[src/verilog/diag_pkg.sv]
// Constants, types and register map of the diagnostic control block.
// Behaviour
// When enabled, take a reference CRC, then recheck periodically.
// Any difference from the reference sets the integrity error flag.
// The map CRC runs only while its enable bit holds 1.
// Failure reads 1; writing 1 clears the flag, writing 0 leaves it.
// Burnout amplitude selects 0.1, 2 or 10 microamps for both generators.
// Source and sink generators always switch together.
// Burnout enable and amplitude are held per channel.
// Burnout currents flow only while that channel is being converted.
// A zero burnout field turns that channel's currents off.
// Enabled pull-up currents stay on continuously on their pins.
// Pull-ups are enabled per pin through a dedicated register.
// Temperature sensor routes when both input selects choose it.
// Bridge switch stays closed in standby when its keep bit is 1.
// Modulator clock is main clock over four times the divide setting.
// Host waits for ready low, reads result, repeats.
// Integrity flag stays set until the host clears it.
// Reference is re-taken only by disabling and re-enabling checking.
`default_nettype none
package diag_pkg;
    localparam int NUM_CH = 4;
    localparam int NUM_PINS = 8;
    localparam int SEL_W = 5;
    localparam int ADDR_W = 8;
    // Register byte addresses.
    localparam logic [ADDR_W-1:0] ADDR_ERR_STATUS = 8'h00;
    localparam logic [ADDR_W-1:0] ADDR_ERR_ENABLE = 8'h04;
    localparam logic [ADDR_W-1:0] ADDR_IRQ_MASK = 8'h08;
    localparam logic [ADDR_W-1:0] ADDR_PULL_UP = 8'h0C;
    localparam logic [ADDR_W-1:0] ADDR_SEQ_CTRL = 8'h10;
    localparam logic [ADDR_W-1:0] ADDR_DRIVE = 8'h14;
    localparam logic [ADDR_W-1:0] ADDR_MAP_BASE = 8'h20;
    localparam logic [ADDR_W-1:0] ADDR_MISC_BASE = 8'h30;
    // Field positions.
    localparam int BIT_MAP_ERR = 0;
    localparam int POS_NEG_SEL = 8;
    localparam int POS_BURNOUT = 0;
    localparam int POS_STB_KEEP = 2;
    localparam int POS_SEQ_CH = 0;
    localparam int POS_STANDBY = 4;
    localparam int POS_CLK_DIV = 8;
    // Reset values.
    localparam logic [3:0] CLK_DIV_RESET = 4'h2;
    // Modulator half period, in main clocks per step of the divide setting.
    localparam int MOD_HALF_PER_DIV = 2;
    localparam logic [SEL_W-1:0] TEMP_SENSOR_SEL = 5'h10;
    // Burnout amplitude codes; zero means off.
    localparam logic [1:0] BURN_OFF = 2'h0;
    localparam logic [1:0] BURN_100NA = 2'h1;
    localparam logic [1:0] BURN_2UA = 2'h2;
    localparam logic [1:0] BURN_10UA = 2'h3;
    // Time between checks of the register map.
    localparam int RECHECK_US = 100;
    localparam int CLK_MHZ = 10;
    localparam int RECHECK_CYCLES = RECHECK_US * CLK_MHZ;
    localparam logic [7:0] CRC_SEED = 8'hA5;
    typedef enum logic [1:0] {CRC_IDLE, CRC_REF, CRC_WAIT,
        CRC_CHECK} crc_state_e;
    typedef logic [7:0] crc_t;
endpackage
`default_nettype wire

[src/verilog/crc_if.sv]
// Interface between the diagnostic top and its CRC engine.
`default_nettype none
interface crc_if;
    logic start;
    logic [31:0] data;
    logic busy;
    logic [7:0] result;
    modport ctrl (output start, output data, input busy, input result);
    modport engine (input start, input data, output busy, output result);
endinterface
`default_nettype wire

[src/verilog/map_crc_engine.sv]
// CRC-8 engine that folds one 32-bit image word per start, one bit a cycle.
`default_nettype none
module map_crc_engine
    import diag_pkg::*;
(
    // Clock and reset
    input wire logic clk_sys,
    input wire logic sys_rst,
    // Control
    crc_if.engine port
);
    logic [31:0] shreg;
    logic [5:0] count;
    crc_t crc;

    function automatic crc_t crc_bit(input crc_t c, input logic b);
        logic fb;
        fb = c[7] ^ b;
        crc_bit = {c[6:0], 1'b0} ^ (fb ? 8'h07 : 8'h00);
    endfunction

    always_ff @(posedge clk_sys)
    begin
        if (sys_rst)
        begin
            count <= 6'h00;
            shreg <= 32'h0000_0000;
            crc <= CRC_SEED;
        end
        else if (port.start && count == 6'h00)
        begin
            count <= 6'h20;
            shreg <= port.data;
            crc <= CRC_SEED;
        end
        else if (count != 6'h00)
        begin
            count <= count - 6'h01;
            shreg <= {shreg[30:0], 1'b0};
            crc <= crc_bit(crc, shreg[31]);
        end
    end

    assign port.busy = (count != 6'h00);
    assign port.result = crc;
endmodule
`default_nettype wire

[src/verilog/diag_ctrl.sv]
// Diagnostic control: map integrity check, burnout, pull-ups, routing.
`default_nettype none
module diag_ctrl
    import diag_pkg::*;
(
    // Clock and reset
    input wire logic clk_sys,
    input wire logic sys_rst,
    // AHB-Lite slave
    input wire logic hsel,
    input wire logic [31:0] haddr,
    input wire logic [1:0] htrans,
    input wire logic hwrite,
    input wire logic [2:0] hsize,
    input wire logic [31:0] hwdata,
    input wire logic hready,
    output logic [31:0] hrdata,
    output logic hreadyout,
    output logic hresp,
    // Sequencer and standby inputs from pins
    input wire logic [1:0] active_channel_pin,
    input wire logic standby_pin,
    // Analog controls
    output logic burnout_source_en,
    output logic burnout_sink_en,
    output logic [1:0] burnout_amplitude,
    output logic [NUM_PINS-1:0] pull_up_en,
    output logic temp_sensor_routed,
    output logic bridge_switch_closed,
    output logic mod_clk,
    // Interrupt
    output logic irq
);
    // ------------------------------------------------------------------
    // Registers
    // ------------------------------------------------------------------
    logic map_integrity_error_flag;
    logic map_integrity_check_enable;
    logic irq_mask;
    logic [NUM_PINS-1:0] pull_up;
    logic [3:0] clk_div;
    logic drive_standby;
    logic [SEL_W-1:0] positive_input_select [NUM_CH];
    logic [SEL_W-1:0] negative_input_select [NUM_CH];
    logic [1:0] channel_misc_config [NUM_CH];
    logic standby_switch_keep [NUM_CH];

    // ------------------------------------------------------------------
    // Pin synchronisers
    // ------------------------------------------------------------------
    logic [2:0] sync_a;
    logic [2:0] sync_b;
    logic [1:0] active_channel;
    logic standby;

    always_ff @(posedge clk_sys)
    begin
        if (sys_rst)
        begin
            sync_a <= 3'h0;
            sync_b <= 3'h0;
        end
        else
        begin
            sync_a <= {standby_pin, active_channel_pin};
            sync_b <= sync_a;
        end
    end

    assign active_channel = sync_b[1:0];
    assign standby = sync_b[2];

    // ------------------------------------------------------------------
    // AHB-Lite address phase
    // ------------------------------------------------------------------
    logic wr_pend;
    logic rd_pend;
    logic [ADDR_W-1:0] addr_q;
    logic take;

    assign take = hsel && hready && htrans[1];
    assign hreadyout = 1'b1;
    assign hresp = 1'b0;

    always_ff @(posedge clk_sys)
    begin
        if (sys_rst)
        begin
            wr_pend <= 1'b0;
            rd_pend <= 1'b0;
            addr_q <= 8'h00;
        end
        else
        begin
            wr_pend <= take && hwrite;
            rd_pend <= take && !hwrite;
            if (take)
            begin
                addr_q <= haddr[ADDR_W-1:0];
            end
        end
    end

    function automatic logic hit(input logic [ADDR_W-1:0] a,
                                 input logic [ADDR_W-1:0] base, input int i);
        hit = (a == base + ADDR_W'(4 * i));
    endfunction

    // ------------------------------------------------------------------
    // Register writes
    // ------------------------------------------------------------------
    always_ff @(posedge clk_sys)
    begin
        if (sys_rst)
        begin
            map_integrity_check_enable <= 1'b0;
            irq_mask <= 1'b0;
            pull_up <= '0;
            clk_div <= CLK_DIV_RESET;
            drive_standby <= 1'b0;
            for (int i = 0; i < NUM_CH; i++)
            begin
                positive_input_select[i] <= '0;
                negative_input_select[i] <= '0;
                channel_misc_config[i] <= BURN_OFF;
                standby_switch_keep[i] <= 1'b0;
            end
        end
        else if (wr_pend)
        begin
            if (addr_q == ADDR_ERR_ENABLE)
                map_integrity_check_enable <= hwdata[BIT_MAP_ERR];
            if (addr_q == ADDR_IRQ_MASK)
                irq_mask <= hwdata[BIT_MAP_ERR];
            if (addr_q == ADDR_PULL_UP)
                pull_up <= hwdata[NUM_PINS-1:0];
            if (addr_q == ADDR_SEQ_CTRL)
            begin
                drive_standby <= hwdata[POS_STANDBY];
                clk_div <= hwdata[POS_CLK_DIV +: 4];
            end
            for (int i = 0; i < NUM_CH; i++)
            begin
                if (hit(addr_q, ADDR_MAP_BASE, i))
                begin
                    positive_input_select[i] <= hwdata[SEL_W-1:0];
                    negative_input_select[i] <= hwdata[POS_NEG_SEL +: SEL_W];
                end
                if (hit(addr_q, ADDR_MISC_BASE, i))
                begin
                    channel_misc_config[i] <= hwdata[POS_BURNOUT +: 2];
                    standby_switch_keep[i] <= hwdata[POS_STB_KEEP];
                end
            end
        end
    end

    // ------------------------------------------------------------------
    // Map image and CRC check
    // ------------------------------------------------------------------
    crc_if crc_port ();
    map_crc_engine u_engine (
        .clk_sys(clk_sys),
        .sys_rst(sys_rst),
        .port(crc_port.engine)
    );

    logic [31:0] image [NUM_CH + 2];
    always_comb
    begin
        for (int i = 0; i < NUM_CH; i++)
        begin
            image[i] = {16'h0000, 3'h0, negative_input_select[i], 3'h0,
                positive_input_select[i]};
            image[i][31:24] = {5'h00, standby_switch_keep[i],
                channel_misc_config[i]};
        end
        image[NUM_CH] = {24'h000000, pull_up};
        image[NUM_CH + 1] = {20'h00000, clk_div, 3'h0, drive_standby,
            4'h0};
    end

    crc_state_e state;
    logic [2:0] word_idx;
    logic [15:0] wait_cnt;
    crc_t running;
    crc_t reference;
    logic mismatch;
    logic final_word;
    logic sent;

    assign final_word = (word_idx == 3'(NUM_CH + 1));
    assign crc_port.data = image[word_idx] ^ {24'h000000, running};
    assign crc_port.start = (state == CRC_REF || state == CRC_CHECK)
        && !crc_port.busy && !sent;

    always_ff @(posedge clk_sys)
    begin
        mismatch <= 1'b0;
        if (sys_rst || !map_integrity_check_enable)
        begin
            state <= CRC_IDLE;
            word_idx <= 3'h0;
            wait_cnt <= '0;
            running <= CRC_SEED;
            reference <= CRC_SEED;
            sent <= 1'b0;
        end
        else
        begin
            unique case (state)
                CRC_IDLE:
                begin
                    state <= CRC_REF;
                    word_idx <= 3'h0;
                    running <= CRC_SEED;
                end
                CRC_REF, CRC_CHECK:
                begin
                    if (crc_port.start)
                        sent <= 1'b1;
                    else if (sent && !crc_port.busy)
                    begin
                        sent <= 1'b0;
                        running <= crc_port.result;
                        word_idx <= word_idx + 3'h1;
                        if (final_word)
                        begin
                            word_idx <= 3'h0;
                            running <= CRC_SEED;
                            wait_cnt <= 16'(RECHECK_CYCLES);
                            state <= CRC_WAIT;
                            if (state == CRC_REF)
                                reference <= crc_port.result;
                            else
                                mismatch <= crc_port.result != reference;
                        end
                    end
                end
                CRC_WAIT:
                begin
                    wait_cnt <= wait_cnt - 16'h0001;
                    if (wait_cnt == 16'h0001)
                        state <= CRC_CHECK;
                end
            endcase
        end
    end

    // Sticky flag: set wins over a clearing write.
    always_ff @(posedge clk_sys)
    begin
        if (sys_rst)
            map_integrity_error_flag <= 1'b0;
        else if (mismatch)
            map_integrity_error_flag <= 1'b1;
        else if (wr_pend && addr_q == ADDR_ERR_STATUS
            && hwdata[BIT_MAP_ERR])
            map_integrity_error_flag <= 1'b0;
    end

    assign irq = map_integrity_error_flag && irq_mask;

    // ------------------------------------------------------------------
    // Read data
    // ------------------------------------------------------------------
    always_ff @(posedge clk_sys)
    begin
        if (sys_rst)
            hrdata <= 32'h0000_0000;
        else if (take && !hwrite)
        begin
            hrdata <= 32'h0000_0000;
            unique case (haddr[ADDR_W-1:0])
                ADDR_ERR_STATUS:
                    hrdata[BIT_MAP_ERR] <= map_integrity_error_flag;
                ADDR_ERR_ENABLE:
                    hrdata[BIT_MAP_ERR] <= map_integrity_check_enable;
                ADDR_IRQ_MASK: hrdata[BIT_MAP_ERR] <= irq_mask;
                ADDR_PULL_UP: hrdata[NUM_PINS-1:0] <= pull_up;
                ADDR_SEQ_CTRL: hrdata <= image[NUM_CH + 1];
                default:
                begin
                    for (int i = 0; i < NUM_CH; i++)
                    begin
                        if (hit(haddr[ADDR_W-1:0], ADDR_MAP_BASE, i))
                            hrdata <= {16'h0000, image[i][15:0]};
                        if (hit(haddr[ADDR_W-1:0], ADDR_MISC_BASE, i))
                            hrdata <= {24'h000000, image[i][31:24]};
                    end
                end
            endcase
        end
    end

    // ------------------------------------------------------------------
    // Analog controls
    // ------------------------------------------------------------------
    logic [1:0] sel_burn;
    assign sel_burn = channel_misc_config[active_channel];

    always_ff @(posedge clk_sys)
    begin
        if (sys_rst)
        begin
            burnout_source_en <= 1'b0;
            burnout_sink_en <= 1'b0;
            burnout_amplitude <= BURN_OFF;
        end
        else
        begin
            burnout_source_en <= sel_burn != BURN_OFF;
            burnout_sink_en <= sel_burn != BURN_OFF;
            burnout_amplitude <= sel_burn;
        end
    end

    always_ff @(posedge clk_sys)
    begin
        if (sys_rst)
        begin
            pull_up_en <= '0;
            temp_sensor_routed <= 1'b0;
            bridge_switch_closed <= 1'b0;
        end
        else
        begin
            pull_up_en <= pull_up;
            temp_sensor_routed <=
                positive_input_select[active_channel] == TEMP_SENSOR_SEL &&
                negative_input_select[active_channel] == TEMP_SENSOR_SEL;
            bridge_switch_closed <= !(standby || drive_standby)
                || standby_switch_keep[active_channel];
        end
    end

    // Modulator clock divider: each half period lasts 2 * clk_div cycles.
    logic [4:0] div_cnt;
    logic [4:0] div_half;
    assign div_half = 5'(MOD_HALF_PER_DIV) * {1'b0, clk_div};

    always_ff @(posedge clk_sys)
    begin
        if (sys_rst)
        begin
            div_cnt <= 5'h00;
            mod_clk <= 1'b0;
        end
        else if (div_cnt + 5'h01 >= div_half)
        begin
            div_cnt <= 5'h00;
            mod_clk <= !mod_clk;
        end
        else
            div_cnt <= div_cnt + 5'h01;
    end
endmodule
`default_nettype wire

[config.mk]
export PLATFORM = sky130hd
export DESIGN_NAME = diag_ctrl
export DESIGN_NICKNAME = d
export VERILOG_FILES = /design/src/verilog/diag_pkg.sv /design/src/verilog/crc_if.sv /design/src/verilog/map_crc_engine.sv /design/src/verilog/diag_ctrl.sv
export SDC_FILE = /design/constraint.sdc
export NUM_CORES = 1
export LEC_CHECK = 0
export BUFFER_PORTS_ARGS = -buffer_cell sky130_fd_sc_hd__buf_2
export CORE_AREA = 2 2 182 184
export DETAILED_ROUTE_END_ITERATION = 6
export DIE_AREA = 0 0 184 186
export HOLD_SLACK_MARGIN = 0.1
export PLACE_DENSITY = 0.57
export REMOVE_ABC_BUFFERS = 1
export SLEW_MARGIN = 20
export SYNTH_ARGS = -nofsm -noshare
export SYNTH_HDL_FRONTEND = slang
export SYNTH_SLANG_ARGS = --single-unit
[constraint.sdc]
create_clock -name clk_sys -period 2.4 [get_ports clk_sys]
set_input_delay 0.48 -clock clk_sys [delete_from_list [all_inputs] [get_ports clk_sys]]
set_output_delay 0.48 -clock clk_sys [all_outputs]
set_load 0.05 [all_outputs]
==> impl_metrics.json, run 1 <==
{
  "outcome": "finished, final reports clean",
  "synthSimpleGateAreaFrac_pct": 23.54,
  "postSynth.asyncResetShare_pct": 0,
  "antenna_left": 0,
  "power_frac_comb_pct": 20.0,
  "routedWlPerCell_um": 16.89,
  "insertedDiodeCount": 0,
  "share_seq_of_total_power_pct": 45.8,
  "clock.fmax_ghz": 0.4776,
  "nNetsFinal": 1125,
  "place_area_sq_um": 10420,
  "grt_util_met2_pct": 25.30,
  "synth.mux.area_fraction_pct": 8.464,
  "synthDistinctLibCells": 70,
  "path_clk_slew_ns": 0.09,
  "track_usage_pct": 14.88,
  "postCtsSetupRepairBufs": 0,
  "setup_ws_ns": 0.3063,
  "reg2reg_slack_ns": 0.31,
  "yosys-top-cells-area": "dfxtp_1 31%, edfxtp_1 16%, mux4_2 4.7%, mux2i_1 3.5%, nor2_1 3.2%",
  "critical_path.startpoint_type": "flip-flop",
  "hp-class": "in2reg",
  "die_width_um": 184,
  "skew_ns": 0.01774,
  "clock_path_buffers": 2,
  "cp-endpoint": "word_idx[2]$_SDFFE_PP0P_",
  "yosys-top-cells-count": "148 x dfxtp_1, 83 x nor2_1, 79 x nand2_1, 55 x a21oi_1, 52 x edfxtp_1",
  "ioPinCount": 127,
  "final.period_utilization_pct": 87.24,
  "cts_hold_buf": 0,
  "rows": 66,
  "busiest_layer": "met2",
  "use_met1_pct": 19.06,
  "switching_share_pct": 33.17,
  "clk_latency_ns": 0.46,
  "routed_via_density": 5.087,
  "seqCellArea_sq_um": 4524,
  "htreeDepth": 4,
  "dr.first_iter.drc_count": 419,
  "grt_pass1_wl_mm": 39.72,
  "crit_arrival_ns": 2.48,
  "powerDensity_nw_per_um2": 790.6,
  "antenna_found_initial": 0,
  "netlist_area_sq_um": 9609,
  "synth_top_family_by_area": "simple AND/OR/NAND/NOR gates",
  "routed_wl_mm": 24.66,
  "crit_required_ns": 2.79,
  "port_buffers": 58,
  "dp_slack_ns": 0.1846,
  "fin_area_sq_um": 11030,
  "ys_warn_count": 0,
  "min_path_cells": 2,
  "initial_utilization_pct": 29.84,
  "period_needed_ns": 2.094,
  "synth_ff_type": "dfxtp_1",
  "ir_drop_mv": 0.4240,
  "cts_tree": "yes",
  "p_sw_uw": 2893,
  "synth-compound-area-share_pct": 11.55,
  "area_growth_pct": 14.80,
  "drv_slew": 0,
  "r2r_cells": 7,
  "finalSetupTns_ns": 0,
  "postSynthCellCount": 984,
  "die-area_sq_um": 34220,
  "slew_headroom_pct": 44.70,
  "drv_cap": 0,
  "place.gp.congestion": 0.7996,
  "cts_root_buf": "clkbuf_16",
  "synth.most_common_cell": "dfxtp_1",
  "ys_seq_elements": 200,
  "startpoint": "u_engine.count[0]$_SDFFE_PP0P_",
  "p_leak_uw": 0.004043,
  "tightest_slew_ns": 0.8263,
  "grt_start_max_net_pins": 73,
  "rsz0062_at_grt": "no",
  "dp_hpwl_mm": 18.12,
  "clock-sinks": 200,
  "r2r_start": "u_engine.count[0]$_SDFFE_PP0P_",
  "p_int_uw": 5829,
  "hold_viol": 0,
  "synth_top_area_share_pct": 30.83,
  "drcViolationCount": 0,
  "cts_resized": 0,
  "reg2reg_to": "word_idx[2]$_SDFFE_PP0P_",
  "die_y_um": 186,
  "grt_pass1_vias": 7171,
  "fillCellCount": 3297,
  "synth_edf_count": 52,
  "clkPwrFrac_pct": 34.2,
  "cp-end-kind": "flip-flop",
  "core-area_sq_um": 32210,
  "overflow": 0,
  "critPathMaxFanout": 12,
  "syn_avg_cell_area_sq_um": 9.765,
  "drive_above_1_share_pct": 16.16,
  "multiInputGateArea_sq_um": 4674,
  "critPathKind": "reg2reg",
  "vias": 7427,
  "use_met3_pct": 2.504,
  "synth_xor_area_share_pct": 3.099,
  "setup_viol": 0,
  "cts_buffers": 17,
  "yosys.area_share.adder_pct": 1.172,
  "first_pass_iters": 5,
  "synth_top_area_cell": "dfxtp_1",
  "yosysSeqAreaShare_pct": 47.08
}
[layout make-up]
cell class / instances / share of cell area [%]
Clock inverter: 15 / 1.735
Multi-Input combinational cell: 702 / 42.37
Inverter: 20 / 0.6805
Timing Repair Buffer: 98 / 5.716
Tap cell: 408 / 4.627
Sequential cell: 200 / 41.01
Clock buffer: 17 / 3.856
[cell usage in the layout (no fill, tap or decap), types with 6 or more instances in the layout]
master and n:
xor2_1 18, nand4_1 6, conb_1 21, nor2_1 83
a211oi_1 11, nor2b_1 26, nor3_1 34, nand3b_1 9
nand2_1 79, clkbuf_16 17, nand3_1 39, o21bai_1 11
a221oi_1 10, o2bb2ai_1 8, a21oi_1 55, nor3b_1 9
nand2b_1 6, xnor2_1 16, dfxtp_1 148, or4_1 9
o21ai_0 21, a22oi_1 10, inv_1 20, and2_1 44
ha_1 9, and3_1 16, nor4_1 19, buf_2 57
edfxtp_1 52, mux2i_1 34, mux4_2 20, buf_4 38
[power by group through the flow]
stage	sequential, uW	combinational, uW	clock, uW
after detailed placement	4080	1750	0
final	4000	1740	2980
after global placement	4070	1730	0
after CTS	4000	1760	3030
after global routing	4050	1950	3170
after floorplan	4050	1150	0
[state kept, by name (all words and copies together) (netlist names), 2 cells and up]
name,count
u_engine.shreg,32
negative_input_select,20
positive_input_select,20
wait_cnt,16
hrdata,13
addr_q,8
channel_misc_config,8
pull_up,8
pull_up_en,8
reference,8
running,8
u_engine.port.result,8
u_engine.count,6
div_cnt,5
clk_div,4
standby_switch_keep,4
sync_a,3
sync_b,3
word_idx,3
burnout_amplitude,2
state,2
[critical path, cell delays in order (launching register included)]
cell	delay, ns
dfxtp_1	0.34
inv_1	0.08
ha_1	0.22
or3b_1	0.21
a2bb2oi_1	0.68
buf_4	0.27
o21ai_0	0.09
a21oi_1	0.14
[logic make-up after synthesis]
family | after synthesis
mux | 56
flops | 200
buf+inv | 101
simple gates | 416
compound gates | 166
fa+ha+maj | 9
xor+xnor | 34
other cells | 2
[per-layer routing]
| layer | vias to the layer above | share of wire, % | wire length (um) |
|---|---|---|---|
| met5 | - | 0 | 0 |
| met4 | 0 | 2.4 | 582 |
| met2 | 144 | 49 | 12050 |
| li1 | 3645 | - | - |
| met1 | 3598 | 46 | 11240 |
| met3 | 40 | 3.2 | 790 |
[worst min path at each step]
stage	start	endpoint
floorplan	mismatch$_SDFF_PP0_	map_integrity_error_flag$_SDFFE_PP0P_
global placement	sync_a[2]$_SDFF_PP0_	sync_b[2]$_SDFF_PP0_
detailed placement	sync_a[1]$_SDFF_PP0_	sync_b[1]$_SDFF_PP0_
CTS	active_channel_pin[1]	sync_a[1]$_SDFF_PP0_
global route	active_channel_pin[0]	sync_a[0]$_SDFF_PP0_
finish	active_channel_pin[1]	sync_a[1]$_SDFF_PP0_
[per-stage QoR]
step,hold slack [ns],cells,total power (uW),util (%)
after CTS,0.2185,1460,8784,34.25
after global routing,0.2413,1460,9171,34.25
after global placement,0.4229,1428,5793,32.34
final,0.2249,1460,8722,34.25
after detailed placement,0.4270,1428,5825,32.34
after floorplan,0.4130,922,5202,-
No activity file was read; power rests on OpenSTA's default activity.
==> run 2, diff against run 1 <==
--- a/config.mk
+++ b/config.mk
@@ -11,8 +11,10 @@
 export DIE_AREA = 0 0 184 186
 export HOLD_SLACK_MARGIN = 0.1
 export PLACE_DENSITY = 0.57
+export RECOVER_POWER = 100
 export REMOVE_ABC_BUFFERS = 1
 export SLEW_MARGIN = 20
 export SYNTH_ARGS = -nofsm -noshare
 export SYNTH_HDL_FRONTEND = slang
 export SYNTH_SLANG_ARGS = --single-unit
+export TNS_END_PERCENT = 50
==> impl_metrics.json, run 2 (same netlist as run 1, synthesis figures left out) <==
{
  "dr.first_iter.drc_count": 421,
  "reg_top3": "u_engine.shreg (32), negative_input_select (20), positive_input_select (20)",
  "drv_cap": 0,
  "drive_above_1_share_pct": 11.79,
  "final.period_utilization_pct": 89.87,
  "grt_pass1_vias": 7171,
  "p_int_uw": 5798,
  "grt_start_max_net_pins": 73,
  "p_sw_uw": 2886,
  "grt_pass1_wl_mm": 39.72,
  "rsz0062_at_grt": "no",
  "ioPinCount": 127,
  "max_stage_delay_ns": 0.63,
  "p_leak_uw": 0.003843,
  "ir_drop_mv": 0.4246,
  "largest_reg_flops": 32,
  "clkPwrFrac_pct": 34.3,
  "critical_path.startpoint_type": "flip-flop",
  "die_y_um": 186,
  "path_cells": "or4_1 -> nor2_1 -> buf_12 -> nand3_1 -> a21oi_1",
  "setup_ws_ns": 0.2432,
  "hold_viol": 0,
  "port_buffers": 58,
  "crit_required_ns": 2.78,
  "powerDensity_nw_per_um2": 793.9,
  "overflow": 0,
  "track_usage_pct": 14.88,
  "die_width_um": 184,
  "area_growth_pct": 13.83,
  "initial_utilization_pct": 29.84,
  "first_pass_iters": 4,
  "slew_headroom_pct": 22.90,
  "cp-end-kind": "flip-flop",
  "hp-class": "in2reg",
  "nNetsFinal": 1125,
  "hold_slack_ns": 0.2233,
  "final_common_cell": "dfxtp_1",
  "seqCellArea_sq_um": 4524,
  "cts_resized": 0,
  "postCtsSetupRepairBufs": 0,
  "clk_latency_ns": 0.46,
  "cts_root_buf": "clkbuf_16",
  "power_frac_comb_pct": 19.7,
  "share_seq_of_total_power_pct": 46.0,
  "dp_hpwl_mm": 18.12,
  "insertedDiodeCount": 0,
  "place.gp.congestion": 0.7996,
  "tightest_slew_ns": 1.156,
  "most-common-layout-cells": "148 x dfxtp_1, 84 x nor2_1, 79 x nand2_1",
  "clock_path_buffers": 2,
  "routedWlPerCell_um": 16.94,
  "skew_ns": 0.01683,
  "core-area_sq_um": 32210,
  "setup_viol": 0,
  "critPathMaxFanout": 36,
  "dp_slack_ns": 0.1846,
  "vias": 7427,
  "antenna_left": 0,
  "crit_arrival_ns": 2.53,
  "switching_share_pct": 33.23,
  "critPathKind": "reg2reg",
  "clock-sinks": 200,
  "clock.fmax_ghz": 0.4636,
  "drcViolationCount": 0,
  "cts_tree": "yes",
  "cts_buffers": 17,
  "htreeDepth": 4,
  "outcome": "finished, final reports clean",
  "largest_register": "u_engine.shreg",
  "crit_slowest_cell": "or4_1",
  "drv_slew": 0,
  "die-area_sq_um": 34220,
  "antenna_found_initial": 0,
  "routed_wl_mm": 24.73,
  "cts_hold_buf": 0,
  "fillCellCount": 3323,
  "path_clk_slew_ns": 0.09,
  "rows": 66,
  "multiInputGateArea_sq_um": 4672,
  "routed_via_density": 5.087,
  "period_needed_ns": 2.157
}
run 2: changes by cell type in the layout (fill, tap and decap cells not counted), sizes merged:
| cell | change |
|---|---|
| clkbuf | +46 |
| buf | -46 |
run 2: final cells by class:
| class | instances | area share [%] |
|---|---|---|
| repair buffers | 98 | 4.930 |
| well taps | 408 | 4.667 |
| flip-flops and latches | 200 | 41.36 |
| clock inverters | 15 | 1.750 |
| multi-input cells | 702 | 42.71 |
| clock buffers | 17 | 3.889 |
| inverters | 20 | 0.6863 |
run 2: final timing paths:
kind / to / slack (ns) / startpoint / depth (start not counted)
max reg2reg: u_engine.shreg[13]$_SDFFE_PP0P_ / 0.24 / u_engine.count[4]$_SDFFE_PP0P_ / 5
max: u_engine.shreg[13]$_SDFFE_PP0P_ / 0.24 / u_engine.count[4]$_SDFFE_PP0P_ / 5
min: sync_a[1]$_SDFF_PP0_ / 0.22 / active_channel_pin[1] / 2
min reg2reg: sync_b[2]$_SDFF_PP0_ / 0.44 / sync_a[2]$_SDFF_PP0_ / 1
run 2: metal layers:
layer	global-route usage, %	vias to the layer above	wire, um
met5	0	-	0
met4	5.312	0	567
met3	2.504	39	738
met2	25.30	136	12150
met1	19.06	3609	11280
li1	-	3643	-
run 2: metrics by stage:
| stage | cells | TNS, ns | total power [uW] | area (sq um) | util (%) |
|---|---|---|---|---|---|
| finish | 1460 | 0 | 8684 | 10940 | 33.96 |
| global placement | 1428 | 0 | 5793 | 10420 | 32.34 |
| CTS | 1460 | 0 | 8784 | 11030 | 34.25 |
| global route | 1460 | 0 | 9137 | 10940 | 33.96 |
| detailed placement | 1428 | 0 | 5825 | 10420 | 32.34 |
| floorplan | 922 | -0.4642 | 5202 | 9274 | - |
run 2: critical path, delay by kind of cell (launching register included):
family          cells  cell delay, ns
flops               1            0.37
buf+inv             1            0.28
simple gates        3            1.28
compound gates      1            0.15
run 2: power by group through the flow:
stage / clock [uW] / combinational (uW) / sequential, uW
after floorplan: 0 / 1150 / 4050
after CTS: 3030 / 1760 / 4000
final: 2980 / 1710 / 4000
after global routing: 3170 / 1920 / 4050
after global placement: 0 / 1730 / 4070
after detailed placement: 0 / 1750 / 4080
